## src/ppm_pkg.sv

```systemverilog
// Constants for the port pin mode and alternate output routing block
package ppm_pkg;
   // ************************************************************
   // Register bus and map
   // ************************************************************
   localparam int          ADDR_W               = 8;
   localparam int          DATA_W               = 8;
   localparam logic [7:0]  ADDR_P1_BIT4_MODE    = 8'ha3;
   localparam logic [7:0]  ADDR_P3_LOW_MODES    = 8'ha4;
   localparam logic [7:0]  ADDR_P3_HIGH_MODES   = 8'ha5;
   localparam logic [7:0]  ADDR_ALT_ROUTING     = 8'ha6;
   localparam logic [7:0]  ADDR_PWM2_CONTROL    = 8'ha7;

   // ************************************************************
   // Reset values and writable masks
   // ************************************************************
   localparam logic [1:0]  RST_P1_BIT4_MODE     = 2'h0;
   localparam logic [7:0]  RST_P3_LOW_MODES     = 8'h55;
   localparam logic [7:0]  RST_P3_HIGH_MODES    = 8'h00;
   localparam logic [7:0]  RST_ALT_ROUTING      = 8'h00;
   localparam logic [7:0]  RST_PWM2_CONTROL     = 8'h00;
   localparam logic [7:0]  MASK_ALT_ROUTING     = 8'hf1;
   localparam logic [7:0]  MASK_PWM2_CONTROL    = 8'h10;
   localparam logic [7:0]  RST_P1_PIN           = 8'hff;
   localparam logic [7:0]  RST_P3_PIN           = 8'hff;
   localparam logic [1:0]  MODE_ANALOG          = 2'h3;

   // ************************************************************
   // Field and pin positions
   // ************************************************************
   localparam int          BIT_PWM1_OE          = 7;
   localparam int          BIT_PWM0_OE          = 6;
   localparam int          BIT_HALF_CLK_OE      = 5;
   localparam int          BIT_T2_OE            = 4;
   localparam int          BIT_T0_OE            = 0;
   localparam int          BIT_PWM2_OE          = 4;
   localparam int          PIN_PWM1             = 3;
   localparam int          PIN_PWM0             = 2;
   localparam int          PIN_HALF_CLK         = 4;
   localparam int          PIN_T2               = 0;
   localparam int          PIN_PWM2             = 6;
   localparam int          PIN_T0               = 4;

   // ************************************************************
   // Division ratios; a toggle stage flips every half ratio
   // ************************************************************
   localparam int          DIV_HALF_CLK         = 2;
   localparam int          DIV_T2               = 2;
   localparam int          DIV_T0               = 64;
endpackage

```

## src/ppm_div_if.sv

```systemverilog
// Interface between the routing logic and one toggle divider
`timescale 1ns/100ps
interface ppm_div_if;
   logic tick;
   logic enable;
   logic wave;

   // Routing side drives tick and enable, reads the wave
   modport ctrl (output tick, output enable, input wave);
   // Divider side
   modport div  (input tick, input enable, output wave);
endinterface

```

## src/ppm_toggle_div.sv

```systemverilog
// Toggle flip-flop divider: output flips once every HALF input ticks
`timescale 1ns/100ps
module ppm_toggle_div #(
   parameter int HALF = 1
) (
   input  wire logic sys_clk_i,
   input  wire logic reset_i,
   ppm_div_if.div    dv
);
   localparam int CW = (HALF > 1) ? $clog2(HALF) : 1;
   localparam logic [CW-1:0] LAST = CW'(HALF - 1);

   logic [CW-1:0] count;
   logic          wave;

   // Count ticks; disabling clears the stage so it restarts in phase
   always_ff @(posedge sys_clk_i or posedge reset_i) begin
      if (reset_i) begin
         count <= '0;
         wave  <= 1'b0;
      end else if (!dv.enable) begin
         count <= '0;
         wave  <= 1'b0;
      end else if (dv.tick) begin
         if (count == LAST) begin
            count <= '0;
            wave  <= ~wave;
         end else begin
            count <= count + CW'(1);
         end
      end
   end

   assign dv.wave = wave;
endmodule

```

## src/ppm_port_drive.sv

```systemverilog
// Registered pin driver for one 8-bit port with alternate overrides
`timescale 1ns/100ps
module ppm_port_drive #(
   parameter logic [7:0] RESET_VAL = 8'hff
) (
   input  wire logic       sys_clk_i,
   input  wire logic       reset_i,
   input  wire logic [7:0] latch_i,
   input  wire logic [7:0] alt_en_i,
   input  wire logic [7:0] alt_val_i,
   output logic      [7:0] pin_o
);
   // Per bit: an enabled alternate source wins over the data latch
   always_ff @(posedge sys_clk_i or posedge reset_i) begin
      if (reset_i) begin
         pin_o <= RESET_VAL;
      end else begin
         pin_o <= (alt_en_i & alt_val_i) | (~alt_en_i & latch_i);
      end
   end
endmodule

```

## src/ppm_pin_route.sv

```systemverilog
// Port 1/3 pin mode registers and alternate output routing
//
// Decided for this implementation: strobed register access.
`timescale 1ns/100ps
module ppm_pin_route
   import ppm_pkg::*;
(
   input  wire logic              sys_clk_i,
   input  wire logic              reset_i,
   // Register port
   input  wire logic [ADDR_W-1:0] reg_addr_i,
   input  wire logic [DATA_W-1:0] reg_wdata_i,
   input  wire logic              reg_wr_i,
   input  wire logic              reg_rd_i,
   output logic      [DATA_W-1:0] reg_rdata_o,
   // Port data latches
   input  wire logic [7:0]        p1_latch_i,
   input  wire logic [7:0]        p3_latch_i,
   // Internal sources
   input  wire logic              pwm0_wave_i,
   input  wire logic              pwm1_wave_i,
   input  wire logic              pwm2_wave_i,
   input  wire logic              timer2_ovf_i,
   input  wire logic              timer0_ovf_i,
   // Pins and controls
   output logic      [7:0]        p1_pin_o,
   output logic      [7:0]        p3_pin_o,
   output logic      [1:0]        p1_bit4_mode_o,
   output logic      [15:0]       p3_modes_o,
   output logic                   p1_bit4_analog_o,
   output logic      [3:0]        p3_analog_o,
   output logic                   pwm0_enable_o,
   output logic                   pwm1_enable_o,
   output logic                   pwm2_enable_o
);

   // ************************************************************
   // Register storage
   // ************************************************************
   logic [1:0] port1_bit4_mode;
   logic [7:0] port3_low_pin_modes;
   logic [7:0] port3_high_pin_modes;
   logic [7:0] alternate_output_routing;
   logic [7:0] pwm_channel2_control;

   logic       wr_p1_mode;
   logic       wr_p3_low;
   logic       wr_p3_high;
   logic       wr_alt;
   logic       wr_pwm2;

   // Write decode: one select per register, unmapped writes dropped
   always_comb begin
      wr_p1_mode = 1'b0;
      wr_p3_low  = 1'b0;
      wr_p3_high = 1'b0;
      wr_alt     = 1'b0;
      wr_pwm2    = 1'b0;
      if (!reg_wr_i) begin
         wr_p1_mode = 1'b0;
      end else if (reg_addr_i == ADDR_P1_BIT4_MODE) begin
         wr_p1_mode = 1'b1;
      end else if (reg_addr_i == ADDR_P3_LOW_MODES) begin
         wr_p3_low  = 1'b1;
      end else if (reg_addr_i == ADDR_P3_HIGH_MODES) begin
         wr_p3_high = 1'b1;
      end else if (reg_addr_i == ADDR_ALT_ROUTING) begin
         wr_alt     = 1'b1;
      end else if (reg_addr_i == ADDR_PWM2_CONTROL) begin
         wr_pwm2    = 1'b1;
      end
   end

   // Port1 bit4 mode field
   always_ff @(posedge sys_clk_i or posedge reset_i) begin
      if (reset_i) begin
         port1_bit4_mode <= RST_P1_BIT4_MODE;
      end else if (wr_p1_mode) begin
         port1_bit4_mode <= reg_wdata_i[1:0];
      end
   end

   // Port3 low modes: every field comes up as Mode1
   always_ff @(posedge sys_clk_i or posedge reset_i) begin
      if (reset_i) begin
         port3_low_pin_modes <= RST_P3_LOW_MODES;
      end else if (wr_p3_low) begin
         port3_low_pin_modes <= reg_wdata_i;
      end
   end

   // Port3 high modes: all four codes are digital modes
   always_ff @(posedge sys_clk_i or posedge reset_i) begin
      if (reset_i) begin
         port3_high_pin_modes <= RST_P3_HIGH_MODES;
      end else if (wr_p3_high) begin
         port3_high_pin_modes <= reg_wdata_i;
      end
   end

   // Routing enables; unused bits are not stored and read zero
   always_ff @(posedge sys_clk_i or posedge reset_i) begin
      if (reset_i) begin
         alternate_output_routing <= RST_ALT_ROUTING;
      end else if (wr_alt) begin
         alternate_output_routing <= reg_wdata_i & MASK_ALT_ROUTING;
      end
   end

   // PWM2 control: only the enable lives in this block
   always_ff @(posedge sys_clk_i or posedge reset_i) begin
      if (reset_i) begin
         pwm_channel2_control <= RST_PWM2_CONTROL;
      end else if (wr_pwm2) begin
         pwm_channel2_control <= reg_wdata_i & MASK_PWM2_CONTROL;
      end
   end

   // ************************************************************
   // Read port
   // ************************************************************
   // Data stand only in the cycle after the strobe, zero otherwise
   always_ff @(posedge sys_clk_i or posedge reset_i) begin
      if (reset_i) begin
         reg_rdata_o <= '0;
      end else if (!reg_rd_i) begin
         reg_rdata_o <= '0;
      end else if (reg_addr_i == ADDR_P1_BIT4_MODE) begin
         reg_rdata_o <= {6'h00, port1_bit4_mode};
      end else if (reg_addr_i == ADDR_P3_LOW_MODES) begin
         reg_rdata_o <= port3_low_pin_modes;
      end else if (reg_addr_i == ADDR_P3_HIGH_MODES) begin
         reg_rdata_o <= port3_high_pin_modes;
      end else if (reg_addr_i == ADDR_ALT_ROUTING) begin
         reg_rdata_o <= alternate_output_routing;
      end else if (reg_addr_i == ADDR_PWM2_CONTROL) begin
         reg_rdata_o <= pwm_channel2_control;
      end else begin
         reg_rdata_o <= '0;  // Unmapped reads return zero
      end
   end

   // ************************************************************
   // Mode outputs and analog selects
   // ************************************************************
   logic [1:0] port3_bit0_mode;
   logic [1:0] port3_bit1_mode;
   logic [1:0] port3_bit2_mode;
   logic [1:0] port3_bit3_mode;

   assign port3_bit0_mode = port3_low_pin_modes[1:0];
   assign port3_bit1_mode = port3_low_pin_modes[3:2];
   assign port3_bit2_mode = port3_low_pin_modes[5:4];
   assign port3_bit3_mode = port3_low_pin_modes[7:6];

   // Mode fields go straight out of their registers
   assign p1_bit4_mode_o = port1_bit4_mode;
   assign p3_modes_o     = {port3_high_pin_modes, port3_low_pin_modes};

   // Analog switch flags follow the mode fields one cycle later;
   // the lag keeps every output a flop and is harmless for an analog mux
   always_ff @(posedge sys_clk_i or posedge reset_i) begin
      if (reset_i) begin
         p1_bit4_analog_o <= 1'b0;
      end else begin
         p1_bit4_analog_o <= (port1_bit4_mode == MODE_ANALOG);
      end
   end

   always_ff @(posedge sys_clk_i or posedge reset_i) begin
      if (reset_i) begin
         p3_analog_o <= 4'h0;
      end else begin
         p3_analog_o[0] <= (port3_bit0_mode == MODE_ANALOG);
         p3_analog_o[1] <= (port3_bit1_mode == MODE_ANALOG);
         p3_analog_o[2] <= (port3_bit2_mode == MODE_ANALOG);
         p3_analog_o[3] <= (port3_bit3_mode == MODE_ANALOG);
      end
   end

   // ************************************************************
   // PWM channel enables
   // ************************************************************
   assign pwm1_enable_o = alternate_output_routing[BIT_PWM1_OE];
   assign pwm0_enable_o = alternate_output_routing[BIT_PWM0_OE];
   assign pwm2_enable_o = pwm_channel2_control[BIT_PWM2_OE];

   // ************************************************************
   // Dividers
   // ************************************************************
   ppm_div_if half_clk_dv ();
   ppm_div_if t2_dv ();
   ppm_div_if t0_dv ();

   // Each divider is held clear while its output is not routed,
   // so a fresh enable always starts from a low level
   assign half_clk_dv.tick   = 1'b1;
   assign half_clk_dv.enable = alternate_output_routing[BIT_HALF_CLK_OE];
   assign t2_dv.tick         = timer2_ovf_i;
   assign t2_dv.enable       = alternate_output_routing[BIT_T2_OE];
   assign t0_dv.tick         = timer0_ovf_i;
   assign t0_dv.enable       = alternate_output_routing[BIT_T0_OE];

   ppm_toggle_div #(.HALF(DIV_HALF_CLK / 2)) u_half_clk (
      .sys_clk_i (sys_clk_i),
      .reset_i   (reset_i),
      .dv        (half_clk_dv.div)
   );

   ppm_toggle_div #(.HALF(DIV_T2 / 2)) u_t2_div (
      .sys_clk_i (sys_clk_i),
      .reset_i   (reset_i),
      .dv        (t2_dv.div)
   );

   ppm_toggle_div #(.HALF(DIV_T0 / 2)) u_t0_div (
      .sys_clk_i (sys_clk_i),
      .reset_i   (reset_i),
      .dv        (t0_dv.div)
   );

   // ************************************************************
   // Pin override vectors
   // ************************************************************
   logic [7:0] p1_alt_en;
   logic [7:0] p1_alt_val;
   logic [7:0] p3_alt_en;
   logic [7:0] p3_alt_val;

   // Collect the routed sources by pin position
   always_comb begin
      p1_alt_en                = 8'h00;
      p1_alt_val               = 8'h00;
      p1_alt_en[PIN_PWM1]      = alternate_output_routing[BIT_PWM1_OE];
      p1_alt_val[PIN_PWM1]     = pwm1_wave_i;
      p1_alt_en[PIN_PWM0]      = alternate_output_routing[BIT_PWM0_OE];
      p1_alt_val[PIN_PWM0]     = pwm0_wave_i;
      p1_alt_en[PIN_HALF_CLK]  = alternate_output_routing[BIT_HALF_CLK_OE];
      p1_alt_val[PIN_HALF_CLK] = half_clk_dv.wave;
      p1_alt_en[PIN_T2]        = alternate_output_routing[BIT_T2_OE];
      p1_alt_val[PIN_T2]       = t2_dv.wave;
      p1_alt_en[PIN_PWM2]      = pwm_channel2_control[BIT_PWM2_OE];
      p1_alt_val[PIN_PWM2]     = pwm2_wave_i;
   end

   always_comb begin
      p3_alt_en            = 8'h00;
      p3_alt_val           = 8'h00;
      p3_alt_en[PIN_T0]    = alternate_output_routing[BIT_T0_OE];
      p3_alt_val[PIN_T0]   = t0_dv.wave;
   end

   ppm_port_drive #(.RESET_VAL(RST_P1_PIN)) u_p1_drive (
      .sys_clk_i (sys_clk_i),
      .reset_i   (reset_i),
      .latch_i   (p1_latch_i),
      .alt_en_i  (p1_alt_en),
      .alt_val_i (p1_alt_val),
      .pin_o     (p1_pin_o)
   );

   ppm_port_drive #(.RESET_VAL(RST_P3_PIN)) u_p3_drive (
      .sys_clk_i (sys_clk_i),
      .reset_i   (reset_i),
      .latch_i   (p3_latch_i),
      .alt_en_i  (p3_alt_en),
      .alt_val_i (p3_alt_val),
      .pin_o     (p3_pin_o)
   );

   // ************************************************************
   // Checks
   // ************************************************************
   chk_p1_analog_sel: assert property (
      @(posedge sys_clk_i) disable iff (reset_i)
      wr_p1_mode && reg_wdata_i[1:0] == MODE_ANALOG |-> ##2 p1_bit4_analog_o)
      else $error("Port1 bit4 analog select missing");

   chk_p3_low_reset: assert property (
      @(posedge sys_clk_i) disable iff (reset_i)
      $fell(reset_i) |-> port3_low_pin_modes == RST_P3_LOW_MODES)
      else $error("Port3 low modes not at Mode1 after reset");

   chk_p3_analog_sel: assert property (
      @(posedge sys_clk_i) disable iff (reset_i)
      wr_p3_low |-> ##2 p3_analog_o[0] == ($past(reg_wdata_i[1:0], 2) == MODE_ANALOG)
                    && p3_analog_o[3] == ($past(reg_wdata_i[7:6], 2) == MODE_ANALOG))
      else $error("Port3 analog select does not follow mode write");

   chk_p3_high_write: assert property (
      @(posedge sys_clk_i) disable iff (reset_i)
      wr_p3_high |=> p3_modes_o[15:8] == $past(reg_wdata_i))
      else $error("Port3 high modes write lost");

   chk_pwm1_route: assert property (
      @(posedge sys_clk_i) disable iff (reset_i)
      alternate_output_routing[BIT_PWM1_OE] |=> p1_pin_o[PIN_PWM1] == $past(pwm1_wave_i))
      else $error("PWM1 wave not on its pin");

   chk_pwm0_route: assert property (
      @(posedge sys_clk_i) disable iff (reset_i)
      alternate_output_routing[BIT_PWM0_OE] |=> p1_pin_o[PIN_PWM0] == $past(pwm0_wave_i))
      else $error("PWM0 wave not on its pin");

   chk_half_clk_toggle: assert property (
      @(posedge sys_clk_i) disable iff (reset_i)
      alternate_output_routing[BIT_HALF_CLK_OE] [*2]
      |=> p1_pin_o[PIN_HALF_CLK] != $past(p1_pin_o[PIN_HALF_CLK]))
      else $error("Half clock output does not toggle every cycle");

   // The sampled reset keeps the release edge out: pins still hold their reset level there
   chk_half_clk_off: assert property (
      @(posedge sys_clk_i) disable iff (reset_i)
      !reset_i && !alternate_output_routing[BIT_HALF_CLK_OE]
      |=> p1_pin_o[PIN_HALF_CLK] == $past(p1_latch_i[PIN_HALF_CLK]))
      else $error("Port1 bit4 not back on latch when routing off");

   chk_t2_half: assert property (
      @(posedge sys_clk_i) disable iff (reset_i)
      alternate_output_routing[BIT_T2_OE] [*2] ##0 $past(timer2_ovf_i)
      |=> p1_pin_o[PIN_T2] != $past(p1_pin_o[PIN_T2]))
      else $error("Timer2 output does not toggle on overflow");

   chk_t0_off: assert property (
      @(posedge sys_clk_i) disable iff (reset_i)
      !reset_i && !alternate_output_routing[BIT_T0_OE]
      |=> p3_pin_o[PIN_T0] == $past(p3_latch_i[PIN_T0]) && !t0_dv.wave)
      else $error("Port3 bit4 not on latch when Timer0 output off");

   chk_pwm2_route: assert property (
      @(posedge sys_clk_i) disable iff (reset_i)
      pwm_channel2_control[BIT_PWM2_OE] |=> p1_pin_o[PIN_PWM2] == $past(pwm2_wave_i))
      else $error("PWM2 wave not on its pin");

   chk_read_routing: assert property (
      @(posedge sys_clk_i) disable iff (reset_i)
      reg_rd_i && reg_addr_i == ADDR_ALT_ROUTING
      |=> reg_rdata_o == $past(alternate_output_routing))
      else $error("Routing register read returns wrong data");

   chk_p1_mode_write: assert property (
      @(posedge sys_clk_i) disable iff (reset_i)
      wr_p1_mode |=> p1_bit4_mode_o == $past(reg_wdata_i[1:0]))
      else $error("Port1 bit4 mode write lost");

   // Read data must fall back to zero so a stale value is never mistaken
   chk_read_idle: assert property (
      @(posedge sys_clk_i) disable iff (reset_i)
      !reg_rd_i |=> reg_rdata_o == '0)
      else $error("Read data not zero outside read cycle");
endmodule

```

## config.mk

```make
export PLATFORM = sky130hd
export DESIGN_NAME = ppm_pin_route
export DESIGN_NICKNAME = d
export VERILOG_FILES = /design/src/ppm_pkg.sv /design/src/ppm_div_if.sv /design/src/ppm_toggle_div.sv /design/src/ppm_port_drive.sv /design/src/ppm_pin_route.sv
export SDC_FILE = /design/constraint.sdc
export NUM_CORES = 1
export LEC_CHECK = 0
export BUFFER_PORTS_ARGS = -buffer_cell sky130_fd_sc_hd__buf_2
export CAP_MARGIN = 20
export CORE_AREA = 2 2 93 73
export CTS_BUF_LIST = sky130_fd_sc_hd__clkbuf_8
export CTS_CLUSTER_DIAMETER = 200
export DETAILED_ROUTE_END_ITERATION = 10
export DIE_AREA = 0 0 95 75
export PLACE_DENSITY = 0.82
export SLEW_MARGIN = 20
export SYNTH_ARGS = -nofsm -noshare
export SYNTH_HDL_FRONTEND = slang
export SYNTH_HIERARCHICAL = 1
export SYNTH_SLANG_ARGS = --single-unit
```

## constraint.sdc

```tcl
create_clock -name sys_clk_i -period 3.61 [get_ports sys_clk_i]
set_clock_uncertainty 0.2 [all_clocks]
set_input_delay 0.5415 -clock sys_clk_i [delete_from_list [all_inputs] [get_ports sys_clk_i]]
set_output_delay 0.5415 -clock sys_clk_i [all_outputs]
set_load 0.01 [all_outputs]
```

== After elaboration in Yosys (flattened, before gate mapping) ==
Cells that the tools add are included.
Cells by class
  multiplexer cells: 42
  bitwise operators: 11
  $lt $le $gt $ge: 0
  shift operators: 0
  equal/unequal tests: 16
  reduce and logical (&&, ||, !) cells: 2
  divide/modulo/power cells: 0
  add/sub/neg operators: 3
  $mul: 0
Operator list (count)
  $eq 8x8->1 const B: 5
  $mux 8: 5
  $mux 1: 33
  $mux 5: 4
  $and 8x8->8: 2
  $or 8x8->8: 2
  $eq 2x2->1 const B: 5
  $ne 2x2->1 const B: 4
  $not 5->8: 1
  $not 7->8: 1
  $and 7x7->7: 1
  $add 5x1->5 const B: 1
  $and 5x5->5: 1
  $eq 5x5->1 const B: 1
  $reduce_and 2->1: 2
  $not 1->1: 3
  $add 1x1->1 const B: 2
  $ne 2x1->1 const B: 1
Word-level totals
  input bits: 41
  output and inout port bits: 50
  register bits after elaboration: 63
  memory bits (read-only): 0
  memories kept: 0
  logic and storage cells: 90
  memory bits (writable): 0
  latch bits: 0

== Longest topological paths before layout ==
  depth after elaboration: 7
  mapped depth: 6
  gate-level depth less buffers: 6

== Modules after synthesis ==
The synthesis kept the hierarchy.
By module, submodules not included
  ppm_pin_route: cells an instance 116, instances 1, area each 1639.1 um^2, seq. area each 930.9 um^2
  ppm_port_drive: cells an instance 17, instances 2, area each 334.1 um^2, seq. area each 210.2 um^2
  ppm_toggle_div (u_t0_div): cells an instance 30, instances 1, area each 337.8 um^2, seq. area each 150.1 um^2
  ppm_toggle_div (u_half_clk ...): cells an instance 4, instances 2, area each 43.8 um^2, seq. area each 25.0 um^2

== Worst setup path after synthesis ==
OpenSTA, ideal clock, no wires.
  path kind: input port to flip-flop
  start point: in reg_addr_i[3]
  end point: reg port3_high_pin_modes[0]
  cell stages on the path: 3
  library setup time: 0.125 ns
  buffers on the path: 0
  path slack: 1.868 ns
  arrival: 1.417 ns
  cell sequence: and4bb_4 nand4_4 mux2_4
Between the ends
  longest elaborated chain between the ends: 5
RTL lines
  start, declared: RTL line ppm_pin_route.sv:11  | input wire logic [ADDR_W-1:0] reg_addr_i,
  $eq 8x8->1: RTL line ppm_pin_route.sv:65  | end else if (reg_addr_i == ADDR_P3_HIGH_MODES) begin
  $mux 1: RTL line ppm_pin_route.sv:65
  $mux 1: RTL line ppm_pin_route.sv:63  | end else if (reg_addr_i == ADDR_P3_LOW_MODES) begin
  $mux 1 (*): RTL line ppm_pin_route.sv:61  | end else if (reg_addr_i == ADDR_P1_BIT4_MODE) begin
  $mux 1 (*): RTL line ppm_pin_route.sv:59  | if (!reg_wr_i) begin
  end signal, assigned: RTL line ppm_pin_route.sv:97  | port3_high_pin_modes <= reg_wdata_i;
  end, declared: RTL line ppm_pin_route.sv:42  | logic [7:0] port3_high_pin_modes;
Mark *: on every way between the ends. The rest lies on a longest branch, timed or not.
A chain may end at the register's enable or synchronous reset.

==> results.md <==
* Fin crit period at approximately 2.0 ns
* Row cnt at 25
* Post-synth EDFFs at 0
* Clock Path Buffers at 2
* Most frequent cells in the layout: 90 x buf_2, 41 x dfrtp_1, 24 x mux2_2
* Worst Tran Pin Value at 0.939 ns
* WL final at roughly 5.7 mm
* Share of layout cells above drive strength 1 at 56.9%
* N_diodes at 0
* Worst path slowest cell: inv_1
* Starting Density at 44.3%
* Sequential share of the synthesized area at about 57%
* Power Dens Cells at ~420 nW/µm²
* Worst path required time at between 3 and 4 ns
* Max-Cap Viols at 0
* TritonCTS Sinks at roughly 60
* Slew Limit Headroom at roughly 37%
* Core ar. at roughly 6200 µm²
* Fin crit share at between 50 and 60%
* Critical path's largest stage delay at around 0.69 ns
* Placed cells at around 380
* Cells after Synth at around 190
* # nets final at between 300 and 400
* Max-slew violation total from the final report at 0
* Reg2reg setup slack at approximately 1.8 ns
* Flops & latches, synth at 61
* Final GP Congestion at 0.808
* Unrepaired setup endpoints after global routing: no
* TritonRoute pass-1 iters at 4
* Fin. Hold Viols at 0
* Pre-CTS setup slack at between 1 and 1.5 ns
* Setup TNS at 0 ns
* Largest net degree at the start of global routing at 25
* Worst setup EP type: async pin
* Fin area at 3530 µm²
* Area Growth Syn to Fin at 29.3%
* Gr usage total at 17.5%
* Initial antenna violation count at 0
* Final ANT Viol Nets at 0
* Via Count at about 1.9k
* First-pass GRT wire length at about 9.2 mm
* Starting DRT DRC Count at 85
* DIE AREA at 7130 µm²
* # setup viols final at 0
* Clk slew on worst S/H paths at 0.06 ns
* HP Class: in2reg
* DP Wirelength at about 4.3 mm
* CTS tree: built
* Status: finished clean
* Buf/Inv on CP at 4
* Setup WS post-layout at roughly 1.6 ns
* Max VDD drop at between 0.0003 and 0.0004 V
* Clk_lat worst skew at between 0.3 and 0.4 ns
* IO Port Bufs at 90
* Post-Syn Area per Cell at between 10 and 15 µm²
* Most common cell after layout, fill and taps aside: buf_2
* Setup CP Type: in2async
* CP delay by family, top: buffers and inverters
* # H-tree levels at 3
* Number of vias per cell at between 4 and 5
* Main synth FF type: dfrtp_1
* Worst-path fanout max at 24
* Synth cell types at 40
* Area after DPL at ~3300 µm²
* Synth warn at 6
* Die height at 75 µm
* DRC errors left at 0
* Number of global-route vias before repair at 1907
* Fmax at about 500 MHz
* Final Power at about 1.5 mW
* Inserted Clock Buffers at 9
* Fin cells at 392
* Clock Tree Root: clkbuf_8
* Overflow left after global routing at 0
* Ports at about 90
* CP Launch Type: primary input
* Leak Pwr at about 1.9 nW
* Crit-path cells: dlygate4sd3_1 > buf_2 > inv_1 > buf_4
* Width of the die at approximately 95 µm
* Netlist Area Pre-Place at about 2700 µm²
* Asr flop ratio synth at 100%
* Routed length per instance at approximately 15 µm
* Worst EP arrival at approximately 2.3 ns
==> routing by layer <==
layer	GRT usage, %	up-vias	part of all wire, %
li1	-	884	-
met1	22.4	899	44
met2	27.4	78	46
met3	5.71	9	7.9
met4	8.05	0	1.5
met5	0	-	0
==> per-stage QoR <==
stage / hold slack [ns] / utilization (%)
2_1_floorplan: 0.0702 / -
3_3_place_gp: 0.242 / 54.0
3_5_place_dp: 0.246 / 54.0
4_1_cts: 0.220 / 57.4
5_1_grt: 0.225 / 57.4
6_report: 0.237 / 57.4
==> state kept, by name, indices dropped and copies added (netlist names) <==
signal,flops
u_p1_drive/pin_o,8
p1_bit4_mode_o,2
port3_low_pin_modes,8
reg_rdata_o,8
port3_high_pin_modes,8
pwm_channel2_control,1
u_t0_div/dv.wave,1
u_half_clk/dv.wave,1
p1_bit4_analog_o,1
u_t0_div/count,5
u_t2_div/dv.wave,1
u_p3_drive/pin_o,8
alternate_output_routing,5
p3_analog_o,4
==> report_power, final <==
part           leakage, nW  switching (mW)  total [mW]  internal (mW)
sequential           0.779          0.0172       0.738          0.721
clock                0.115           0.242       0.589          0.347
combinational         1.01          0.0749       0.152         0.0773
total                 1.91           0.335        1.48           1.14
==> worst register-to-register path: stages, from the launching register on <==
cell and delay, ns:
dfrtp_1 0.42, ha_1 0.24, and3_1 0.18, ha_1 0.25, and4bb_2 0.31, a21oi_1 0.05
nor2b_1 0.10
==> layout make-up <==
type                       count  area (µm²)
fill                         526        2630
sequential                    61        1550
multi-input combinational    133        1180
timing repair buffer          92         468
clock buffer                  11         151
tap                           81         101
clock inverter                 5        45.0
inverter                       9        33.8
==> kinds of logic (layout without fill, tap and decap cells) <==
group	Yosys count	count (layout)	synth area share (%)
flip-flops	61	61	56.8
AND/OR/NAND/NOR	47	47	13.4
adder cells (fa/ha/maj)	2	2	0.916
buffers and inverters	13	117	2.52
other	2	21	0.275
multiplexers	47	47	22.1
XOR/XNOR	3	3	0.962
AO/OA/AOI/OAI	13	13	3.11
==> synthesized netlist by cell type (3+ instances only) <==
| cell type | instances | area [µm²] |
|---|---|---|
| nand4_4 | 3 | 63.8 |
| mux2i_1 | 4 | 40.0 |
| nand2_1 | 3 | 11.3 |
| mux2_4 | 18 | 270 |
| inv_1 | 9 | 33.8 |
| dfstp_2 | 20 | 526 |
| nor2b_1 | 5 | 31.3 |
| dfrtp_1 | 41 | 1030 |
| mux2_2 | 24 | 270 |
| nand3_1 | 7 | 35.0 |
| and2_1 | 8 | 50.1 |
| a21oi_1 | 4 | 20.0 |
==> what timing repair did <==
item / in CTS / in global routing
hold buffers: 1 / 0
endpoints found under the hold margin: 8 / 0
gates resized for setup: 0 / 0
endpoints found under the setup margin: 0 / 0
buffers inserted: 0 / 0
==> final timing paths <==
path                            cells past startpoint                      end              start
worst max-delay path                                4   port3_low_pin_modes[2]            reset_i
worst min-delay path                                2      u_p3_drive/pin_o[2]      p3_latch_i[2]
worst max register to register                      6        u_t0_div/count[2]  u_t0_div/count[0]
worst min register to register                      1      u_p1_drive/pin_o[0]   u_t2_div/dv.wave
max in group sys_clk_i                              4  port3_high_pin_modes[0]      reg_addr_i[6]
min in group asynchronous                           3       u_half_clk/dv.wave            reset_i
Power figures use the tool's default switching activity.
